--- config.mk ---
export PLATFORM = sky130hd
export DESIGN_NAME = pcfg_top
export DESIGN_NICKNAME = d
export VERILOG_FILES = /design/src/include/pcfg_pkg.sv /design/src/include/pcfg_reg_if.sv /design/src/logic/pcfg_ahb_slave.sv /design/src/logic/pcfg_top.sv
export SDC_FILE = /design/constraint.sdc
export NUM_CORES = 1
export LEC_CHECK = 0
export ABC_AREA = 0
export BUFFER_PORTS_ARGS = -buffer_cell sky130_fd_sc_hd__clkbuf_2
export CORE_UTILIZATION = 38
export CTS_CLUSTER_SIZE = 8
export DETAILED_ROUTE_END_ITERATION = 16
export PLACE_DENSITY = 0.66
export RECOVER_POWER = 50
export SLEW_MARGIN = 20
export SYNTH_ARGS = -nofsm -noshare
export SYNTH_HDL_FRONTEND = slang
export SYNTH_SLANG_ARGS = --single-unit
--- constraint.sdc ---
create_clock -name i_clk -period 5.7 [get_ports i_clk]
set_input_delay 1.14 -clock i_clk [delete_from_list [all_inputs] [get_ports i_clk]]
set_output_delay 1.14 -clock i_clk [all_outputs]
set_load 0.01 [all_outputs]
--- src/include/pcfg_pkg.sv ---
// Purpose: Shared constants and types of the port configuration bank
// Assumes: AHB-Lite register bus, 32-bit data, one register per word
// Notes: Register indices are word numbers; byte address is index times four
package pcfg_pkg;

  // ==========================================================================
  // Register indices (byte address = index * 4)
  localparam int IDX_W = 16;
  localparam logic [15:0] IDX_PF_LATCH = 16'hff6e;
  localparam logic [15:0] IDX_PG_LATCH = 16'hff6f;
  localparam logic [15:0] IDX_PA_PU = 16'hff70;
  localparam logic [15:0] IDX_PB_PU = 16'hff71;
  localparam logic [15:0] IDX_PC_PU = 16'hff72;
  localparam logic [15:0] IDX_PD_PU = 16'hff73;
  localparam logic [15:0] IDX_PE_PU = 16'hff74;
  localparam logic [15:0] IDX_P3_DRV = 16'hff76;
  localparam logic [15:0] IDX_PA_DRV = 16'hff77;

  // ==========================================================================
  // Address layout
  localparam int ADDR_LSB = 2;
  localparam int ADDR_MSB = 17;
  localparam logic [13:0] ADDR_UPPER_ZERO = 14'h0000;
  localparam logic [1:0] HTRANS_IDLE = 2'h0;
  localparam logic [2:0] HSIZE_WORD = 3'h2;

  // ==========================================================================
  // Field widths and reset values
  localparam int W_PORT = 8;
  localparam int W_PG = 5;
  localparam int W_PA = 4;
  localparam int W_P3 = 6;
  localparam logic [7:0] RST_BYTE = 8'h00;
  localparam logic [4:0] RST_PG = 5'h00;
  localparam logic [3:0] RST_PA = 4'h0;
  localparam logic [5:0] RST_P3 = 6'h00;
  localparam logic [31:0] RST_WORD = 32'h0000_0000;

  // ==========================================================================
  // Bus front end states
  typedef enum logic [1:0] {
    PCFG_ST_IDLE = 2'b00,
    PCFG_ST_WRITE = 2'b01,
    PCFG_ST_READ_WAIT = 2'b10,
    PCFG_ST_READ_DONE = 2'b11
  } pcfg_bus_st_t;

  function automatic logic pcfg_hit(input logic [15:0] idx, input logic [15:0] target);
    return idx == target;
  endfunction : pcfg_hit

endpackage : pcfg_pkg

--- src/include/pcfg_reg_if.sv ---
// Purpose: Register access path between bus front end and register bank
// Assumes: One write strobe per accepted write, read index held during read
// Notes: Data lane is the low byte only
`timescale 1ns/1ps
interface pcfg_reg_if;
  import pcfg_pkg::*;
  logic wr_en;
  logic [IDX_W-1:0] wr_idx;
  logic [7:0] wr_data;
  logic [IDX_W-1:0] rd_idx;
  logic [7:0] rd_data;
  modport bus (output wr_en, output wr_idx, output wr_data, output rd_idx, input rd_data);
  modport regs (input wr_en, input wr_idx, input wr_data, input rd_idx, output rd_data);
endinterface : pcfg_reg_if

--- src/logic/pcfg_ahb_slave.sv ---
// Purpose: AHB-Lite slave front end of the port configuration bank
// Assumes: Single word transfers; response is always OKAY
// Notes: Writes take no wait state, reads take one
`timescale 1ns/1ps
module pcfg_ahb_slave
  import pcfg_pkg::*;
(
  input wire logic i_clk,
  input wire logic i_arst_n,
  input wire logic i_hsel,
  input wire logic [31:0] i_haddr,
  input wire logic [1:0] i_htrans,
  input wire logic i_hwrite,
  input wire logic [2:0] i_hsize,
  input wire logic [31:0] i_hwdata,
  input wire logic i_hready,
  output logic [31:0] o_hrdata,
  output logic o_hreadyout,
  output logic o_hresp,
  pcfg_reg_if.bus rif
);

  // ==========================================================================
  // Address phase capture
  pcfg_bus_st_t st;
  pcfg_bus_st_t next_st;
  logic [IDX_W-1:0] dp_idx;
  logic dp_hit;
  wire take = i_hsel && i_htrans[1] && i_hready;
  wire addr_ok = (i_haddr[31:ADDR_MSB+1] == ADDR_UPPER_ZERO) && (i_haddr[1:0] == 2'h0)
                 && (i_hsize == HSIZE_WORD);

  always_comb begin
    case (st)
      PCFG_ST_READ_WAIT: next_st = PCFG_ST_READ_DONE;
      PCFG_ST_IDLE, PCFG_ST_WRITE, PCFG_ST_READ_DONE: begin
        if (take) begin
          next_st = i_hwrite ? PCFG_ST_WRITE : PCFG_ST_READ_WAIT;
        end else begin
          next_st = PCFG_ST_IDLE;
        end
      end
      default: next_st = PCFG_ST_IDLE;
    endcase
  end

  always_ff @(posedge i_clk or negedge i_arst_n) begin
    if (!i_arst_n) begin
      st <= PCFG_ST_IDLE;
      dp_idx <= '0;
      dp_hit <= 1'b0;
    end else begin
      st <= next_st;
      if (take && o_hreadyout) begin
        dp_idx <= i_haddr[ADDR_MSB:ADDR_LSB];
        dp_hit <= addr_ok;
      end
    end
  end

  // ==========================================================================
  // Data phase
  always_ff @(posedge i_clk or negedge i_arst_n) begin
    if (!i_arst_n) begin
      o_hrdata <= RST_WORD;
    end else if (st == PCFG_ST_READ_WAIT) begin
      o_hrdata <= {24'h00_0000, dp_hit ? rif.rd_data : RST_BYTE};
    end
  end

  assign o_hreadyout = (st != PCFG_ST_READ_WAIT);
  assign o_hresp = 1'b0;
  assign rif.wr_en = (st == PCFG_ST_WRITE) && dp_hit;
  assign rif.wr_idx = dp_idx;
  assign rif.wr_data = i_hwdata[7:0];
  assign rif.rd_idx = dp_idx;

endmodule : pcfg_ahb_slave

--- src/logic/pcfg_top.sv ---
// Purpose: Port output latches, pull-up enables and driver controls
// Assumes: Direction and output data of ports A and 3 come from same clock
// Notes: Pad controls are registered; pad inputs are synchronised
`timescale 1ns/1ps
module pcfg_top
  import pcfg_pkg::*;
(
  input wire logic i_clk,
  input wire logic i_arst_n,
  input wire logic i_hsel,
  input wire logic [31:0] i_haddr,
  input wire logic [1:0] i_htrans,
  input wire logic i_hwrite,
  input wire logic [2:0] i_hsize,
  input wire logic [31:0] i_hwdata,
  input wire logic i_hready,
  output logic [31:0] o_hrdata,
  output logic o_hreadyout,
  output logic o_hresp,
  input wire logic [W_PA-1:0] i_pa_dir,
  input wire logic [W_PA-1:0] i_pa_data,
  input wire logic [W_PA-1:0] i_pa_pad_in,
  output logic [W_PA-1:0] o_pa_pad_out,
  output logic [W_PA-1:0] o_pa_pad_oe,
  output logic [W_PA-1:0] o_pa_pin_state,
  input wire logic [W_P3-1:0] i_p3_dir,
  input wire logic [W_P3-1:0] i_p3_data,
  input wire logic [W_P3-1:0] i_p3_pad_in,
  output logic [W_P3-1:0] o_p3_pad_out,
  output logic [W_P3-1:0] o_p3_pad_oe,
  output logic [W_P3-1:0] o_p3_pin_state,
  input wire logic [W_PORT-1:0] i_pb_dir,
  input wire logic [W_PORT-1:0] i_pc_dir,
  input wire logic [W_PORT-1:0] i_pd_dir,
  input wire logic [W_PORT-1:0] i_pe_dir,
  output logic [W_PA-1:0] o_pa_pullup_on,
  output logic [W_PORT-1:0] o_pb_pullup_on,
  output logic [W_PORT-1:0] o_pc_pullup_on,
  output logic [W_PORT-1:0] o_pd_pullup_on,
  output logic [W_PORT-1:0] o_pe_pullup_on,
  output logic [W_PORT-1:0] o_pf_out,
  output logic [W_PG-1:0] o_pg_out
);

  // ==========================================================================
  // Bus front end
  pcfg_reg_if rif ();

  pcfg_ahb_slave u_bus (
    .i_clk(i_clk),
    .i_arst_n(i_arst_n),
    .i_hsel(i_hsel),
    .i_haddr(i_haddr),
    .i_htrans(i_htrans),
    .i_hwrite(i_hwrite),
    .i_hsize(i_hsize),
    .i_hwdata(i_hwdata),
    .i_hready(i_hready),
    .o_hrdata(o_hrdata),
    .o_hreadyout(o_hreadyout),
    .o_hresp(o_hresp),
    .rif(rif.bus)
  );

  // ==========================================================================
  // Register bank
  logic [W_PORT-1:0] port_f_output_latch;
  logic [W_PG-1:0] port_g_output_latch;
  logic [W_PA-1:0] port_a_pullup_enable;
  logic [W_PORT-1:0] port_b_pullup_enable;
  logic [W_PORT-1:0] port_c_pullup_enable;
  logic [W_PORT-1:0] port_d_pullup_enable;
  logic [W_PORT-1:0] port_e_pullup_enable;
  logic [W_P3-1:0] port_3_driver_control;
  logic [W_PA-1:0] port_a_driver_control;

  wire we_pf = rif.wr_en && pcfg_hit(rif.wr_idx, IDX_PF_LATCH);
  wire we_pg = rif.wr_en && pcfg_hit(rif.wr_idx, IDX_PG_LATCH);
  wire we_pa_pu = rif.wr_en && pcfg_hit(rif.wr_idx, IDX_PA_PU);
  wire we_pb_pu = rif.wr_en && pcfg_hit(rif.wr_idx, IDX_PB_PU);
  wire we_pc_pu = rif.wr_en && pcfg_hit(rif.wr_idx, IDX_PC_PU);
  wire we_pd_pu = rif.wr_en && pcfg_hit(rif.wr_idx, IDX_PD_PU);
  wire we_pe_pu = rif.wr_en && pcfg_hit(rif.wr_idx, IDX_PE_PU);
  wire we_p3_drv = rif.wr_en && pcfg_hit(rif.wr_idx, IDX_P3_DRV);
  wire we_pa_drv = rif.wr_en && pcfg_hit(rif.wr_idx, IDX_PA_DRV);

  always_ff @(posedge i_clk or negedge i_arst_n) begin
    if (!i_arst_n) begin
      port_f_output_latch <= RST_BYTE;
      port_g_output_latch <= RST_PG;
      port_a_pullup_enable <= RST_PA;
      port_b_pullup_enable <= RST_BYTE;
      port_c_pullup_enable <= RST_BYTE;
      port_d_pullup_enable <= RST_BYTE;
      port_e_pullup_enable <= RST_BYTE;
      port_3_driver_control <= RST_P3;
      port_a_driver_control <= RST_PA;
    end else begin
      if (we_pf) port_f_output_latch <= rif.wr_data;
      if (we_pg) port_g_output_latch <= rif.wr_data[W_PG-1:0];
      if (we_pa_pu) port_a_pullup_enable <= rif.wr_data[W_PA-1:0];
      if (we_pb_pu) port_b_pullup_enable <= rif.wr_data;
      if (we_pc_pu) port_c_pullup_enable <= rif.wr_data;
      if (we_pd_pu) port_d_pullup_enable <= rif.wr_data;
      if (we_pe_pu) port_e_pullup_enable <= rif.wr_data;
      if (we_p3_drv) port_3_driver_control <= rif.wr_data[W_P3-1:0];
      if (we_pa_drv) port_a_driver_control <= rif.wr_data[W_PA-1:0];
    end
  end

  // ==========================================================================
  // Read back; missing bits and unmapped indices give zero
  wire rs_pf = pcfg_hit(rif.rd_idx, IDX_PF_LATCH);
  wire rs_pg = pcfg_hit(rif.rd_idx, IDX_PG_LATCH);
  wire rs_pa_pu = pcfg_hit(rif.rd_idx, IDX_PA_PU);
  wire rs_pb_pu = pcfg_hit(rif.rd_idx, IDX_PB_PU);
  wire rs_pc_pu = pcfg_hit(rif.rd_idx, IDX_PC_PU);
  wire rs_pd_pu = pcfg_hit(rif.rd_idx, IDX_PD_PU);
  wire rs_pe_pu = pcfg_hit(rif.rd_idx, IDX_PE_PU);
  wire rs_p3_drv = pcfg_hit(rif.rd_idx, IDX_P3_DRV);
  wire rs_pa_drv = pcfg_hit(rif.rd_idx, IDX_PA_DRV);

  assign rif.rd_data = ({8{rs_pf}} & port_f_output_latch)
                     | ({8{rs_pg}} & {3'h0, port_g_output_latch})
                     | ({8{rs_pa_pu}} & {4'h0, port_a_pullup_enable})
                     | ({8{rs_pb_pu}} & port_b_pullup_enable)
                     | ({8{rs_pc_pu}} & port_c_pullup_enable)
                     | ({8{rs_pd_pu}} & port_d_pullup_enable)
                     | ({8{rs_pe_pu}} & port_e_pullup_enable)
                     | ({8{rs_p3_drv}} & {2'h0, port_3_driver_control})
                     | ({8{rs_pa_drv}} & {4'h0, port_a_driver_control});

  // ==========================================================================
  // Pad control; pull-up only on pins set as input
  wire [W_PA-1:0] next_pa_oe = i_pa_dir & ~(port_a_driver_control & i_pa_data);
  wire [W_P3-1:0] next_p3_oe = i_p3_dir & ~(port_3_driver_control & i_p3_data);
  wire [W_PA-1:0] next_pa_pu = port_a_pullup_enable & ~i_pa_dir;
  wire [W_PORT-1:0] next_pb_pu = port_b_pullup_enable & ~i_pb_dir;
  wire [W_PORT-1:0] next_pc_pu = port_c_pullup_enable & ~i_pc_dir;
  wire [W_PORT-1:0] next_pd_pu = port_d_pullup_enable & ~i_pd_dir;
  wire [W_PORT-1:0] next_pe_pu = port_e_pullup_enable & ~i_pe_dir;

  always_ff @(posedge i_clk or negedge i_arst_n) begin
    if (!i_arst_n) begin
      o_pa_pad_out <= RST_PA;
      o_pa_pad_oe <= RST_PA;
      o_p3_pad_out <= RST_P3;
      o_p3_pad_oe <= RST_P3;
      o_pa_pullup_on <= RST_PA;
      o_pb_pullup_on <= RST_BYTE;
      o_pc_pullup_on <= RST_BYTE;
      o_pd_pullup_on <= RST_BYTE;
      o_pe_pullup_on <= RST_BYTE;
    end else begin
      o_pa_pad_out <= i_pa_data;
      o_pa_pad_oe <= next_pa_oe;
      o_p3_pad_out <= i_p3_data;
      o_p3_pad_oe <= next_p3_oe;
      o_pa_pullup_on <= next_pa_pu;
      o_pb_pullup_on <= next_pb_pu;
      o_pc_pullup_on <= next_pc_pu;
      o_pd_pullup_on <= next_pd_pu;
      o_pe_pullup_on <= next_pe_pu;
    end
  end

  assign o_pf_out = port_f_output_latch;
  assign o_pg_out = port_g_output_latch;

  // ==========================================================================
  // Pad input synchronisers
  logic [W_PA-1:0] pa_meta;
  logic [W_P3-1:0] p3_meta;

  always_ff @(posedge i_clk or negedge i_arst_n) begin
    if (!i_arst_n) begin
      pa_meta <= RST_PA;
      o_pa_pin_state <= RST_PA;
      p3_meta <= RST_P3;
      o_p3_pin_state <= RST_P3;
    end else begin
      pa_meta <= i_pa_pad_in;
      o_pa_pin_state <= pa_meta;
      p3_meta <= i_p3_pad_in;
      o_p3_pin_state <= p3_meta;
    end
  end
endmodule : pcfg_top

==> flow_summary.yaml <==
run_status:
  status: "complete, but fails checks"
  violations: "max-capacitance violations, max-slew violations"
floorplan:
  ios: 249
  start_util_pct: 39.4
  dieArea_mm2: 0.0173
  core_mm2: 0.0161
  die_x_um: 131
  rows: 46
  die_h_um: 131
timing:
  fin_worst_skew_ns: 0.00853
  finalMaxSlewViolations: 112
  rsz0062_at_grt: "false"
  setup_viol: 0
  finalWorstSetupSlack_ns: 2.33
  max_freq_ghz: 0.297
  fin_crit_sh_pct: 59.1
  tightest_slew_ns: 2.66
  final-hold-violation-count: 0
  slew_headroom_pct: -77.0
  setup_tns_ns: 0
  post-route-min-period_ns: 3.37
drt:
  routedWlPerCell_um: 17.2
  wirelength_um: 15200
  ant_nets: 0
  drc: 0
  dr.pass1.iters: 4
  vias: 4314
  vias_per_cell: 4.87
  drt_iter0_drc: 217
yosys:
  synth_flop_cell: "dfrtp_1"
  yosysWarnings: 0
  ys_types: 46
  synth_top_family_by_area: "multiplexers"
  ys_ff_latch: 162
  synth_edf_count: 0
  synth_top_area_cell: "dfrtp_1"
  synth-xor-area-share_pct: 0
  synth_area_leaders: "dfrtp_1 (64%), mux2_2 (15%), nor2b_1 (3.7%)"
  yosys.area_share.adder_pct: 0
  synthCells: 444
  ys_async_sr_fraction_pct: 100
  synth_top_area_share_pct: 63.8
  synth_seq_area_share_pct: 63.8
  synth-compound-area-share_pct: 5.94
  syn_area_mm2: 0.00636
  yosys.area_share.simple_pct: 10.3
  yosys-mux-area-fraction_pct: 16.1
  avgSynthCellArea_um2: 14.3
clock_network:
  cts.clk_slew.worst_paths_ns: 0.06
  postCtsResizedCells: 0
  cts_buffers: 17
  h-tree-depth: 4
  root_buffer: "clkbuf_16"
  cts-hold-fix-buffers: 0
  post_cts_buffers: 0
  cts_tree: "built"
  cts_sinks: 162
  clk-insertion-delay-late_ns: 0.42
  cts_max_path_buffers: 2
power_and_ir_drop:
  powerDensity_mw_per_mm2: 358
  p_leak_nw: 3.92
  ir_worst_vdd_v: 0.000229
critical_path:
  worst-setup-path-type: "input pin to asynchronous set/reset pin"
  cpPeakStageDelay_ns: 1.82
  critPathBufInv: 2
  regToRegSetupSlack_ns: 3.21
  end_kind: "asynchronous set/reset pin"
  path_cells: "clkbuf_2, buf_4"
  cp.arrival_ns: 3.86
  cp_slowest_cell: "clkbuf_2"
  startpoint_type: "input pin"
  path_delay_family: "buffers and inverters"
  crit_fanout: 111
  required_ns: 6.19
finish:
  area_growth_syn_to_layout_pct: 28.1
  drive_gt1_share_pct: 47.8
  seq_area_mm2: 0.00405
  antenna_cells: 0
  multi_input_area_mm2: 0.00215
  nFillCells: 1455
  finalNetCount: 792
  largest_reg_flops: 16
global_route:
  grt_pass1_vias: 4648
  antenna_found_initial: 0
  grtUsageTotal_pct: 18.9
  grt_max_degree: 112
  grt_overflow: 0
  grt_pass1_wl_um: 24900
placed_design:
  post-dp-hpwl_um: 11400
  numPortBuffers: 198
  pre_cts_slack_ns: 3.06
  gp_routability_congestion: 0.825
flow_run:
  maxCapViolCount: 1
worst_hold_path:
  min_path_type: "flip-flop to flip-flop"
## metal layers
| metal | GRT usage, % | up-vias | routed length, um |
|---|---|---|---|
| li1 | - | 1973 | - |
| met4 | 5.23 | 0 | 228 |
| met5 | 0 | - | 0 |
| met1 | 23.1 | 2138 | 6220 |
| met3 | 6.60 | 18 | 1170 |
| met2 | 31.5 | 185 | 7590 |
## layout make-up
class                   instances  area share, %
flip-flops and latches        162           49.8
multi-input cells             269           26.4
well taps                     216           3.32
inverters                       4          0.184
clock buffers                  17           5.22
repair buffers                202           12.3
clock inverters                15           2.81
## cell families (layout without fill, tap and decap cells)
logic type	Yosys count	in the layout
other	1	25
AND/OR/NAND/NOR	100	100
AO/OA/AOI/OAI	55	55
multiplexers	89	89
buffers and inverters	37	238
flip-flops	162	162
## report_power, final
group / switching (mW) / internal [mW] / total (mW)
logic: 0.217 / 0.160 / 0.378
registers: 0.0550 / 1.23 / 1.29
clock network: 0.464 / 0.783 / 1.25
total: 0.737 / 2.18 / 2.91
## cells in the mapped netlist (3+ instances only)
| cell type | count |
|---|---|
| a22oi_1 | 6 |
| nand2_1 | 15 |
| and3_1 | 4 |
| nor4_1 | 7 |
| dfrtp_1 | 162 |
| a21boi_0 | 10 |
| nand3b_1 | 4 |
| a31oi_1 | 4 |
| nor2b_1 | 38 |
| inv_1 | 4 |
| nand3_2 | 3 |
| buf_2 | 4 |
| a22o_1 | 6 |
| a211oi_1 | 3 |
| o21ai_0 | 9 |
| mux2_2 | 85 |
| nor2_1 | 7 |
| a21oi_1 | 9 |
| buf_4 | 27 |
## layout by cell type (no fill, tap or decap), types with 7 or more instances in the layout
cell and count:
clkbuf_16 17, mux2_2 85, dfrtp_1 162, clkbuf_1 12, a21oi_1 9, o21ai_0 9
conb_1 25, a21boi_0 10, nor4_1 7, clkbuf_2 187, nor2b_1 38, nor2_1 7
nand2_1 15
## metrics by stage
| step | hold slack, ns | utilization, % | instances | cell area, um^2 | total power, mW |
|---|---|---|---|---|---|
| floorplan | 0.331 | - | 468 | 6450 | 1.53 |
| global placement | 0.331 | 46.6 | 853 | 7510 | 1.68 |
| detailed placement | 0.338 | 46.6 | 853 | 7510 | 1.69 |
| CTS | 0.353 | 50.7 | 885 | 8170 | 2.95 |
| global route | 0.360 | 50.5 | 885 | 8150 | 3.05 |
| finish | 0.350 | 50.5 | 885 | 8150 | 2.91 |
## path summary, 6_finish.rpt
kind,from,end,cells past startpoint
hold / removal,pa_meta[3]$_DFF_PN0_,o_pa_pin_state[3]$_DFF_PN0_,0
max in group i_clk,u_bus.st[0]$_DFF_PN0_,o_hreadyout,3
hold reg to reg,pa_meta[3]$_DFF_PN0_,o_pa_pin_state[3]$_DFF_PN0_,0
setup reg to reg,u_bus.rif.rd_idx[0]$_DFFE_PN0P_,o_pf_out[2]$_DFFE_PN0P_,6
setup / recovery,i_arst_n,u_bus.rif.rd_idx[12]$_DFFE_PN0P_,2
min in group asynchronous,i_arst_n,o_pd_pullup_on[1]$_DFF_PN0_,1
No activity file was read; power rests on OpenSTA's default activity.
